### src/core/frc_pkg.sv
// Shared constants, types and command decode for the flash register command unit.
// Assumes a single 125 MHz system clock; serial pins are sampled by that clock.
package frc_pkg;

  // ----------------------------------------------------------------
  // Command codes
  // ----------------------------------------------------------------
  localparam logic [7:0] OP_WR_ENABLE = 8'h06;
  localparam logic [7:0] OP_RD_STATUS = 8'h05;
  localparam logic [7:0] OP_WR_STATUS = 8'h01;
  localparam logic [7:0] OP_RD_LOCK = 8'he8;
  localparam logic [7:0] OP_WR_LOCK = 8'he5;
  localparam logic [7:0] OP_RD_FLAGS = 8'h70;
  localparam logic [7:0] OP_CLR_FLAGS = 8'h50;
  localparam logic [7:0] OP_RD_NVCFG = 8'hb5;
  localparam logic [7:0] OP_WR_NVCFG = 8'hb1;
  localparam logic [7:0] OP_RD_VCFG = 8'h85;
  localparam logic [7:0] OP_WR_VCFG = 8'h81;
  localparam logic [7:0] OP_RD_EVCFG = 8'h65;
  localparam logic [7:0] OP_WR_EVCFG = 8'h61;

  // ----------------------------------------------------------------
  // Phase lengths in bits
  // ----------------------------------------------------------------
  localparam logic [5:0] CMD_BITS = 6'h08;
  localparam logic [5:0] ADDR_BITS = 6'h18;
  localparam logic [5:0] BYTE_BITS = 6'h08;
  localparam logic [5:0] NV_BITS = 6'h10;
  localparam logic [4:0] NV_OUT_BITS = 5'h10;

  // ----------------------------------------------------------------
  // Reset values and reserved masks (reserved bits read as 1 / are kept)
  // ----------------------------------------------------------------
  localparam logic [7:0] SR_RESET = 8'h00;
  localparam logic [15:0] NVCR_RESET = 16'hffff;
  localparam logic [7:0] VCR_RESET = 8'hfb;
  localparam logic [7:0] EVCR_RESET = 8'hdf;
  localparam logic [15:0] NVCR_RSVD = 16'h0010;
  localparam logic [7:0] VCR_RSVD = 8'h04;
  localparam logic [7:0] EVCR_RSVD = 8'h10;

  // ----------------------------------------------------------------
  // Timing
  // ----------------------------------------------------------------
  localparam int CLK_PERIOD_NS = 8;
  localparam int STATUS_WRITE_TIME_NS = 1000;
  localparam int NV_CONFIG_WRITE_TIME_NS = 2000;
  localparam logic [15:0] STATUS_WRITE_CYC =
    16'((STATUS_WRITE_TIME_NS + CLK_PERIOD_NS - 1) / CLK_PERIOD_NS);
  localparam logic [15:0] NV_CONFIG_WRITE_CYC =
    16'((NV_CONFIG_WRITE_TIME_NS + CLK_PERIOD_NS - 1) / CLK_PERIOD_NS);

  // ----------------------------------------------------------------
  // Types
  // ----------------------------------------------------------------
  typedef enum logic [4:0] {
    ST_CMD = 5'b00001,
    ST_ADDR = 5'b00010,
    ST_WDATA = 5'b00100,
    ST_RDATA = 5'b01000,
    ST_HOLD = 5'b10000
  } frc_state_t;

  localparam logic [1:0] PR_EXT = 2'h0;
  localparam logic [1:0] PR_DUAL = 2'h1;
  localparam logic [1:0] PR_QUAD = 2'h2;

  localparam logic [2:0] TG_NONE = 3'h0;
  localparam logic [2:0] TG_SR = 3'h1;
  localparam logic [2:0] TG_FS = 3'h2;
  localparam logic [2:0] TG_NV = 3'h3;
  localparam logic [2:0] TG_VC = 3'h4;
  localparam logic [2:0] TG_EV = 3'h5;
  localparam logic [2:0] TG_LK = 3'h6;
  localparam logic [2:0] TG_CTL = 3'h7;

  // Decoded command: what it touches and how its frame is shaped
  typedef struct packed {
    logic rd;
    logic wr;
    logic addr;
    logic rep;
    logic [5:0] wbits;
    logic [2:0] tgt;
  } frc_cmd_t;

  function automatic frc_cmd_t frc_decode(input logic [7:0] op);
    frc_cmd_t c;
    c = '{rd: 1'b0, wr: 1'b0, addr: 1'b0, rep: 1'b0, wbits: 6'h00, tgt: TG_NONE};
    case (op)
      OP_WR_ENABLE, OP_CLR_FLAGS: c.tgt = TG_CTL;
      OP_RD_STATUS: c = '{1'b1, 1'b0, 1'b0, 1'b1, 6'h00, TG_SR};
      OP_RD_FLAGS: c = '{1'b1, 1'b0, 1'b0, 1'b1, 6'h00, TG_FS};
      OP_RD_NVCFG: c = '{1'b1, 1'b0, 1'b0, 1'b0, 6'h00, TG_NV};
      OP_RD_VCFG: c = '{1'b1, 1'b0, 1'b0, 1'b1, 6'h00, TG_VC};
      OP_RD_EVCFG: c = '{1'b1, 1'b0, 1'b0, 1'b1, 6'h00, TG_EV};
      OP_RD_LOCK: c = '{1'b1, 1'b0, 1'b1, 1'b1, 6'h00, TG_LK};
      OP_WR_STATUS: c = '{1'b0, 1'b1, 1'b0, 1'b0, BYTE_BITS, TG_SR};
      OP_WR_NVCFG: c = '{1'b0, 1'b1, 1'b0, 1'b0, NV_BITS, TG_NV};
      OP_WR_VCFG: c = '{1'b0, 1'b1, 1'b0, 1'b0, BYTE_BITS, TG_VC};
      OP_WR_EVCFG: c = '{1'b0, 1'b1, 1'b0, 1'b0, BYTE_BITS, TG_EV};
      OP_WR_LOCK: c = '{1'b0, 1'b1, 1'b1, 1'b0, BYTE_BITS, TG_LK};
      default: c.tgt = TG_NONE;
    endcase
    return c;
  endfunction

endpackage

### src/core/frc_unit.sv
// Register command unit of a serial NOR flash: frames, decodes and executes
// register commands arriving on the serial lanes.
// Assumes SCLK, CS_N and DQ_IN come from pins (synchronised here) and that the
// serial clock runs well below a quarter of CLOCK.
//
// Functional notes
// - NV config read: 16 bits, then zeros
// - NV config reserved fields read as 1
// - Volatile config reads repeat same byte
// - One, two or four lanes per protocol
// - Chip select ends a read anywhere
// - Write executes on chip select rising edge
// - Status write touches only bits 7:2
// - Write-in-progress high during self-timed write
// - Status/NV writes clear write enable latch
// - NV config travels low byte first
// - Misframed write discarded, latch stays set; in extended mode an overrun of a multiple of 10 bits (NV: 18) executes
// - Volatile writes keep reserved bits
// - Lock commands take three address bytes
// - Lock read shifts out on falling edge
// - Lock read rejected while array busy
// - Lock byte bits 7:2 read zero
// - Write-locked sector refuses program/erase
// - Lock-down freezes sector lock bits
// - Lock write: address, one byte, immediate
// - Lock write clears latch, allowed in suspend
// - Clear flags resets three error flags
// - Register commands carry no address/dummy
// - Lock commands: address then data directly
`timescale 1ns/1ps
module frc_unit
  import frc_pkg::*;
#(
  parameter int SECTORS = 128,
  parameter int SEC_W = 7
) (
  input wire logic CLOCK,
  input wire logic ARST_N,
  input wire logic SCLK,
  input wire logic CS_N,
  input wire logic [3:0] DQ_IN,
  output logic [3:0] DQ_OUT,
  output logic [3:0] DQ_OE,
  input wire logic [1:0] PROTOCOL_SEL,
  input wire logic ARRAY_BUSY,
  input wire logic [SEC_W-1:0] PE_SECTOR,
  input wire logic [2:0] FLAG_ERR_SET,
  output logic PE_DENY,
  output logic WIP_FLAG,
  output logic WEL_FLAG
);

  // ----------------------------------------------------------------
  // Pin synchronisers and edge detection
  // ----------------------------------------------------------------
  logic sclk_s1, sclk_s2, sclk_s3; // Serial clock pipeline
  logic cs_s1, cs_s2, cs_s3; // Chip select pipeline
  logic [3:0] dq_s1, dq_s2; // Lane inputs, same lag as the clock

  // Two flops per pin; the third stage only serves edge detection
  always_ff @(posedge CLOCK or negedge ARST_N) begin
    if (!ARST_N) begin
      {sclk_s1, sclk_s2, sclk_s3} <= 3'h0;
      {cs_s1, cs_s2, cs_s3} <= 3'h7;
      dq_s1 <= 4'h0;
      dq_s2 <= 4'h0;
    end else begin
      {sclk_s1, sclk_s2, sclk_s3} <= {SCLK, sclk_s1, sclk_s2};
      {cs_s1, cs_s2, cs_s3} <= {CS_N, cs_s1, cs_s2};
      dq_s1 <= DQ_IN;
      dq_s2 <= dq_s1;
    end
  end

  wire sel = ~cs_s2; // Frame active
  wire rise = sel & sclk_s2 & ~sclk_s3; // Input sampling edge
  wire fall = sel & ~sclk_s2 & sclk_s3; // Output shifting edge
  wire cs_rise = cs_s2 & ~cs_s3; // End of frame

  // ----------------------------------------------------------------
  // State and register storage
  // ----------------------------------------------------------------
  frc_state_t st_reg; // Frame phase
  frc_cmd_t cur_reg; // Command of this frame
  logic [5:0] cnt_reg; // Bits taken in this phase
  logic [31:0] in_reg; // Input shift register
  logic [15:0] out_reg; // Output shift register
  logic [4:0] ocnt_reg; // Bits sent, saturating, for the zero tail
  logic [SEC_W-1:0] sec_reg; // Sector chosen by the address phase
  logic [7:2] sr_reg; // Writable status bits
  logic [15:0] nvcr_reg; // Nonvolatile configuration
  logic [7:0] vcr_reg, evcr_reg; // Volatile configurations
  logic [2:0] flag_reg; // Erase, program, protection errors
  logic [1:0] lock_mem [SECTORS]; // Per-sector lock-down and write-lock
  logic [15:0] tmr_reg; // Self-timed write countdown
  logic wel_reg, wip_reg; // Write enable latch, write in progress

  // ----------------------------------------------------------------
  // Lane width and shifting
  // ----------------------------------------------------------------
  wire quad = (PROTOCOL_SEL == PR_QUAD);
  wire dual = (PROTOCOL_SEL == PR_DUAL);
  wire [5:0] lanes = quad ? 6'h04 : (dual ? 6'h02 : 6'h01);
  wire [31:0] in_sh = quad ? {in_reg[27:0], dq_s2} :
    (dual ? {in_reg[29:0], dq_s2[1:0]} : {in_reg[30:0], dq_s2[0]});
  wire [5:0] cnt_inc = cnt_reg + lanes;
  // Repeating reads rotate a doubled byte; the NV read shifts zeros in
  wire [15:0] out_rot = quad ? {out_reg[11:0], out_reg[15:12]} :
    (dual ? {out_reg[13:0], out_reg[15:14]} : {out_reg[14:0], out_reg[15]});
  wire [15:0] out_zero = quad ? {out_reg[11:0], 4'h0} :
    (dual ? {out_reg[13:0], 2'h0} : {out_reg[14:0], 1'b0});
  // Extended drives the second lane only, dual two lanes, quad four
  wire [3:0] out_top = quad ? out_reg[15:12] :
    (dual ? {2'h0, out_reg[15:14]} : {2'h0, out_reg[15], 1'b0});
  wire [3:0] oe_mask = quad ? 4'hf : (dual ? 4'h3 : 4'h2);

  // ----------------------------------------------------------------
  // Command decode and read data selection
  // ----------------------------------------------------------------
  wire frc_cmd_t dec = frc_decode(in_sh[7:0]);
  wire cmd_done = rise && (st_reg == ST_CMD) && (cnt_inc == CMD_BITS);
  wire addr_done = rise && (st_reg == ST_ADDR) && (cnt_inc == ADDR_BITS);
  wire [SEC_W-1:0] sec_now = in_sh[SEC_W+15:16]; // 64 KB sector index
  wire [1:0] lk_now = lock_mem[sec_now];
  wire [1:0] lk_sel = lock_mem[sec_reg];
  wire wr_ok = wel_reg && !wip_reg;
  wire lk_rd_ok = !ARRAY_BUSY && !wip_reg;
  wire [7:0] status_byte = {sr_reg, wel_reg, wip_reg};
  wire [7:0] flag_byte = {~wip_reg, 1'b0, flag_reg[2], flag_reg[1], 2'h0, flag_reg[0], 1'b0};
  wire [7:0] rd_byte = (dec.tgt == TG_SR) ? status_byte :
    (dec.tgt == TG_FS) ? flag_byte :
    (dec.tgt == TG_VC) ? vcr_reg : evcr_reg;
  // NV register leaves low byte first with reserved bits forced high
  wire [15:0] nv_out = {nvcr_reg[7:0] | NVCR_RSVD[7:0],
    nvcr_reg[15:8] | NVCR_RSVD[15:8]};
  wire [15:0] load_cmd = (dec.tgt == TG_NV) ? nv_out : {rd_byte, rd_byte};
  wire [15:0] load_lock = {6'h00, lk_now, 6'h00, lk_now};

  // ----------------------------------------------------------------
  // Write execution at end of frame
  // ----------------------------------------------------------------
  // An exact data length executes, and in extended mode that length plus a multiple of 10 (byte) or 18 (NV) bits; other boundaries discard
  wire exec = cs_rise && (st_reg == ST_WDATA) && (cnt_reg == cur_reg.wbits);
  wire exec_sr = exec && (cur_reg.tgt == TG_SR);
  wire exec_nv = exec && (cur_reg.tgt == TG_NV);
  wire exec_vc = exec && (cur_reg.tgt == TG_VC);
  wire exec_ev = exec && (cur_reg.tgt == TG_EV);
  wire exec_lk = exec && (cur_reg.tgt == TG_LK);
  wire do_wren = cmd_done && (in_sh[7:0] == OP_WR_ENABLE);
  wire do_clr = cmd_done && (in_sh[7:0] == OP_CLR_FLAGS);
  wire [15:0] nv_in = {in_reg[7:0], in_reg[15:8]};

  // ----------------------------------------------------------------
  // Frame sequencer
  // ----------------------------------------------------------------
  // Sequencer steps on sampling edges; chip select high always restarts it
  always_ff @(posedge CLOCK or negedge ARST_N) begin
    if (!ARST_N) begin
      st_reg <= ST_CMD;
      cnt_reg <= 6'h00;
      in_reg <= 32'h0;
      cur_reg <= '0;
      sec_reg <= '0;
    end else if (!sel) begin
      st_reg <= ST_CMD;
      cnt_reg <= 6'h00;
    end else if (rise) begin
      in_reg <= in_sh;
      cnt_reg <= cnt_inc;
      unique case (st_reg)
        ST_CMD: begin
          if (cmd_done) begin
            cur_reg <= dec;
            cnt_reg <= 6'h00;
            if (dec.addr) begin
              st_reg <= (dec.wr && !wr_ok) ? ST_HOLD : ST_ADDR;
            end else if (dec.rd) begin
              st_reg <= ST_RDATA;
            end else if (dec.wr && wr_ok) begin
              st_reg <= ST_WDATA;
            end else begin
              st_reg <= ST_HOLD;
            end
          end
        end
        ST_ADDR: begin
          if (addr_done) begin
            sec_reg <= sec_now;
            cnt_reg <= 6'h00;
            if (cur_reg.rd) begin
              st_reg <= lk_rd_ok ? ST_RDATA : ST_HOLD;
            end else begin
              st_reg <= ST_WDATA;
            end
          end
        end
        // Extra bits set the count to 3f; dual and quad never return to the length, extended wraps to 0 and can reach it again
        ST_WDATA: cnt_reg <= (cnt_inc > cur_reg.wbits) ? 6'h3f : cnt_inc;
        ST_RDATA: cnt_reg <= 6'h00;
        ST_HOLD: cnt_reg <= 6'h00;
      endcase
    end
  end

  // ----------------------------------------------------------------
  // Output shifter and lane drivers
  // ----------------------------------------------------------------
  // Load on the last command/address edge; present and shift on falling edges
  always_ff @(posedge CLOCK or negedge ARST_N) begin
    if (!ARST_N) begin
      out_reg <= 16'h0;
      ocnt_reg <= 5'h00;
      DQ_OUT <= 4'h0;
      DQ_OE <= 4'h0;
    end else if (!sel || st_reg == ST_HOLD) begin
      DQ_OE <= 4'h0;
      DQ_OUT <= 4'h0;
    end else if (cmd_done && dec.rd && !dec.addr) begin
      out_reg <= load_cmd;
      ocnt_reg <= 5'h00;
    end else if (addr_done) begin
      out_reg <= load_lock;
      ocnt_reg <= 5'h00;
    end else if (fall && st_reg == ST_RDATA) begin
      DQ_OUT <= out_top;
      DQ_OE <= oe_mask;
      out_reg <= cur_reg.rep ? out_rot : out_zero;
      ocnt_reg <= (ocnt_reg >= NV_OUT_BITS) ? NV_OUT_BITS : ocnt_reg + 5'(lanes);
    end
  end

  // ----------------------------------------------------------------
  // Registers, latch, flags and self-timed write
  // ----------------------------------------------------------------
  // Status, configuration, latch and timer updates
  always_ff @(posedge CLOCK or negedge ARST_N) begin
    if (!ARST_N) begin
      sr_reg <= SR_RESET[7:2];
      nvcr_reg <= NVCR_RESET;
      vcr_reg <= VCR_RESET;
      evcr_reg <= EVCR_RESET;
      wel_reg <= 1'b0;
      wip_reg <= 1'b0;
      tmr_reg <= 16'h0;
    end else begin
      if (exec_sr) begin
        sr_reg <= in_reg[7:2];
      end
      if (exec_nv) begin
        nvcr_reg <= nv_in;
      end
      if (exec_vc) begin
        vcr_reg <= (in_reg[7:0] & ~VCR_RSVD) | (vcr_reg & VCR_RSVD);
      end
      if (exec_ev) begin
        evcr_reg <= (in_reg[7:0] & ~EVCR_RSVD) | (evcr_reg & EVCR_RSVD);
      end
      // Any executed write drops the latch; discarded ones leave it set
      if (exec) begin
        wel_reg <= 1'b0;
      end else if (do_wren) begin
        wel_reg <= 1'b1;
      end
      if (exec_sr || exec_nv) begin
        wip_reg <= 1'b1;
        tmr_reg <= exec_sr ? STATUS_WRITE_CYC : NV_CONFIG_WRITE_CYC;
      end else if (tmr_reg != 16'h0) begin
        tmr_reg <= tmr_reg - 16'h1;
        wip_reg <= (tmr_reg != 16'h1);
      end
    end
  end

  // Error flags: a new error in the clearing cycle still sets its flag
  always_ff @(posedge CLOCK or negedge ARST_N) begin
    if (!ARST_N) begin
      flag_reg <= 3'h0;
    end else begin
      flag_reg <= (flag_reg & {3{~do_clr}}) | FLAG_ERR_SET;
    end
  end

  // Sector lock bits: volatile, cleared at power-up, frozen by lock-down
  always_ff @(posedge CLOCK or negedge ARST_N) begin
    if (!ARST_N) begin
      for (int i = 0; i < SECTORS; i++) begin
        lock_mem[i] <= 2'h0;
      end
    end else if (exec_lk && !lk_sel[1]) begin
      lock_mem[sec_reg] <= in_reg[1:0];
    end
  end

  // Program/erase veto and flag outputs
  always_ff @(posedge CLOCK or negedge ARST_N) begin
    if (!ARST_N) begin
      PE_DENY <= 1'b0;
      WIP_FLAG <= 1'b0;
      WEL_FLAG <= 1'b0;
    end else begin
      PE_DENY <= lock_mem[PE_SECTOR][0];
      WIP_FLAG <= wip_reg;
      WEL_FLAG <= wel_reg;
    end
  end

  // ----------------------------------------------------------------
  // Assertions
  // ----------------------------------------------------------------
  wire nv_tail = (st_reg == ST_RDATA) && (cur_reg.tgt == TG_NV) && fall
    && (ocnt_reg >= NV_OUT_BITS);
  wire [1:0] pe_lock = lock_mem[PE_SECTOR];
endmodule // frc_unit

### config.mk
export PLATFORM = sky130hd
export DESIGN_NAME = frc_unit
export DESIGN_NICKNAME = d
export VERILOG_FILES = /design/src/core/frc_pkg.sv /design/src/core/frc_unit.sv
export SDC_FILE = /design/constraint.sdc
export NUM_CORES = 1
export LEC_CHECK = 0
export BUFFER_PORTS_ARGS = -buffer_cell sky130_fd_sc_hd__buf_2
export CAP_MARGIN = 20
export CORE_UTILIZATION = 45
export CTS_BUF_LIST = sky130_fd_sc_hd__clkbuf_4 sky130_fd_sc_hd__clkbuf_8
export DETAILED_ROUTE_END_ITERATION = 10
export GPL_ROUTABILITY_DRIVEN = 1
export PLACE_DENSITY = 0.72
export SLEW_MARGIN = 10
export SYNTH_ARGS = -nofsm -noshare
export SYNTH_HDL_FRONTEND = slang
export SYNTH_SLANG_ARGS = --single-unit
export TNS_END_PERCENT = 1
### constraint.sdc
create_clock -name CLOCK -period 3.3 [get_ports CLOCK]
set_input_delay 0.66 -clock CLOCK [delete_from_list [all_inputs] [get_ports CLOCK]]
set_output_delay 0.66 -clock CLOCK [all_outputs]
set_load 0.02 [all_outputs]
==> metrics.md <==
| Metric | Value |
|---|---|
| Synth Warn # | 0 |
| ANT cells | 0 |
| Status | complete, but fails checks |
| Worst rel slew slack | 27.5% |
| Post-synth EDFFs | 0 |
| Via count | 19.0k |
| Hold Violations, Final | 0 |
| Finished Layout Cells | 2987 |
| First-pass GRT wire length | 109000 um |
| Critical path type | reg2reg |
| Avg Cell Area, Syn | 10.6 um2 |
| Failing checks | negative setup slack |
| Synthesized flop and latch total | 399 |
| Reg-to-reg endpoint | lock_mem[28] |
| H-tree levels | 3 |
| Nature of the critical path endpoint | flip-flop |
| Min cycle time layout | 3650 ps |
| DR pass1 iterations | 7 |
| NumNets Final | 2312 |
| R2R depth | 14 |
| Cell Pwr Density | 454 mW/mm2 |
| Die height | 224 um |
| Clock latency on the worst-skew pair | 680 ps |
| Crit-path max cell delay | 530 ps |
| Final Max Slew Viols | 0 |
| Buffer type at the clock tree root | clkbuf_8 |
| Reg clk slew, reported paths | 60 ps |
| IO Count | 32 |
| Vias in the first global route | 19.0k |
| Worst-path fanout max | 15 |
| Die ar. | 0.0501 mm2 |
| Worst R2R Setup Slack | -350 ps |
| Worst-Margin Slew | 1080 ps |
| Crit start category | flip-flop |
| Clock sink total | 399 |
| Arrival time worst endpoint | 4170 ps |
| Max reg flops | 256 |
| Final worst slack | -353 ps |
| Initial antenna violation count | 1 |
| Final setup fails | 259 |
| Netlist cell types | 75 |
| Initial Utilization | 46.0% |
| Worst hold slack | 114 ps |
| Crit path top cell by count | buf_16 |
| Routed vias/inst | 6.35 |
| HP Class | in2reg |
| CP Data Required Time | 3820 ps |
| Synth Net Count | 2119 |
| Final Instance Area | 0.0269 mm2 |
| Hold path endpoint | cs_s1 |
| Worst hold path stage count | 1 |
| Post-route DRC violation count | 0 |
| Worst slack, placed | -823 ps |
| GPL Wtd Cong | 0.976 |
| Post-synth ARST share | 100% |
| Area growth, synth to finish | 21.6% |
| Iter 0 DRT Violations | 1945 |
| Max Fclk | 274 MHz |
| GRT Util Overall | 27.9% |
| Cell Chain, Critical Path | or4_4 -> or3_4 -> nor3_2 -> buf_4 -> nand4b_1 -> buf_6 -> or3b_4 -> a2111oi_4 -> a311o_2 -> buf_12 -> buf_16 -> buf_16 -> nand3_1 -> mux2_4 |
| CTS tree | done |
| Filler cells | 4000 |
| Max Cap Viol | 0 |
| Clock Path Buffers | 3 |
| Grt total ovfl | 0 |
| Sequential-to-total area share from yosys stat | 45.2% |
| RSZ-0062 raised after global routing | true |
| Synthesized netlist cell count | 2087 |
| Mapped Area | 0.0222 mm2 |
| Clock Skew | 44.4 ps |
| Drt wl/cell | 23.3 um |
| Die W | 224 um |
| Dpl cells | 2854 |
| Hold_sp | CS_N |
| VDD IR-drop max | 0.000306 V |
| Slowest-stage cell, CP | or4_4 |
| Drt total wl | 69500 um |
| Site Rows | 80 |
| Dpl cell area | 0.0247 mm2 |
| Core area | 0.0481 mm2 |
| Crit. Startpoint | cnt_reg[5] |
| Post-DP HPWL | 45600 um |
| Period utilisation layout | 111% |
| Reg2Reg Launch Point | cnt_reg[5] |
| ANT nets after route | 0 |
| Total CTS buffers | 71 |
| Top FF cell, synth | dfrtp_1 |
| Core Util, Final | 56.0% |
| Largest net degree at the start of global routing | 131 |
| Layout cells sized above 1 | 38.5% |
| IO buf count | 31 |
| Leak Pwr | 12.2 nW |
layer usage:
metal / routed length [um] / GRT usage (%) / part of all wire (%) / up-vias
met5: 0 / 0 / 0 / -
met4: 3180 / 13.8 / 4.6 / 0
met3: 5780 / 5.81 / 8.3 / 237
met2: 33000 / 44.3 / 48 / 1022
met1: 27500 / 36.2 / 40 / 9554
li1: - / - / - / 8167
worst max-delay path by stage:
stage                        end  slack, ps
CTS                 lock_mem[26]       -340
floorplan             out_reg[7]       -390
global route        lock_mem[28]       -420
detailed placement    out_reg[1]       -820
finish              lock_mem[28]       -350
global placement      out_reg[9]       -720
cell families after synthesis:
group | Yosys count | share of synthesized area, %
xor+xnor | 18 | 0.711
compound gates | 462 | 14.7
mux | 342 | 21.0
buf+inv | 209 | 4.22
simple gates | 646 | 13.5
fa+ha+maj | 11 | 0.655
flops | 399 | 45.2
cell usage after synthesis, types with 12 or more instances:
cell	number	area, um2
dfrtp_1	367	9180
a31o_2	128	1120
o21ai_0	99	495
o21a_1	16	120
a22oi_1	19	143
buf_1	35	131
mux2_1	90	1010
dfstp_2	32	841
clkbuf_1	116	435
inv_1	15	56.3
and3_1	15	93.8
or3_1	14	87.6
a21oi_1	80	400
nand2_1	225	845
xnor2_1	12	105
nand3_1	182	911
mux4_2	80	1800
buf_2	19	95.1
nor2_1	107	402
mux2i_1	77	771
nor3_1	24	120
a31oi_1	16	100
buf_4	12	90.1
and2_1	25	156
mux2_2	95	1070
a221oi_1	17	149
layout by cell type (no fill, tap or decap), drive strengths merged, types with 5 or more instances in the layout:
cell type / Yosys / layout
nand4: 6 / 6
dfstp: 32 / 32
a22o: 6 / 6
and3: 15 / 15
a32oi: 6 / 6
and2: 26 / 26
nand2b: 7 / 7
xnor2: 12 / 12
clkinv: 0 / 8
a31oi: 16 / 16
o22ai: 8 / 8
nor2b: 11 / 11
or3: 14 / 14
o211ai: 6 / 6
ha: 10 / 10
clkbuf: 116 / 110
a21o: 6 / 6
a221oi: 17 / 17
a31o: 128 / 128
o21ai: 102 / 102
nor3: 25 / 25
nor4: 10 / 10
a311oi: 6 / 6
mux2i: 77 / 77
inv: 16 / 18
mux4: 80 / 80
nand3: 182 / 182
mux2: 185 / 185
buf: 77 / 310
dfrtp: 367 / 367
a22oi: 19 / 19
a2111oi: 7 / 7
a211oi: 6 / 6
xor2: 6 / 6
a21oi: 80 / 80
nor2: 107 / 107
or4: 5 / 5
nand2: 225 / 225
o21a: 16 / 16
clkinvlp: 0 / 5
stage by stage:
stage	power, W	setup TNS [ps]
2_1_floorplan	0.00620	-7930
3_3_place_gp	0.00729	-117940
3_5_place_dp	0.00733	-134140
4_1_cts	0.0122	-49650
5_1_grt	0.0127	-66130
6_report	0.0122	-47970
worst max-delay path, delay by kind of cell (launching register included):
family | cells | cell delay, ps
buf+inv | 5 | 770
mux | 1 | 340
compound gates | 2 | 430
flops | 1 | 380
simple gates | 6 | 1600
where the power goes:
| part | switching (W) | internal (W) | leakage [nW] | total (W) |
|---|---|---|---|---|
| clock | 0.00215 | 0.00272 | 0.783 | 0.00487 |
| sequential | 0.000128 | 0.00499 | 5.34 | 0.00511 |
| combinational | 0.00134 | 0.000903 | 6.04 | 0.00224 |
| total | 0.00362 | 0.00861 | 12.2 | 0.0122 |
what timing repair did:
item | CTS | global route
gates resized for setup | 31 | 100
endpoints found under the setup margin | 270 | 271
buffers inserted | 3 | 0
hold buffers | 1 | 0
gates cloned | 3 | 1
hold endpoints to repair | 51 | 0
pin swaps | 7 | 2
final cells by class:
cell class                 count  area [um2]  area share, %
sequential                   399       10000           37.2
clock buffer                 108        1360           5.05
timing repair buffer         313        2750           10.2
inverter                      16        62.6          0.232
clock inverter                16         130          0.483
tap                          656         821           3.05
multi-input combinational   1479       11800           43.8
Note: power is estimated with default switching activity, not from simulation.
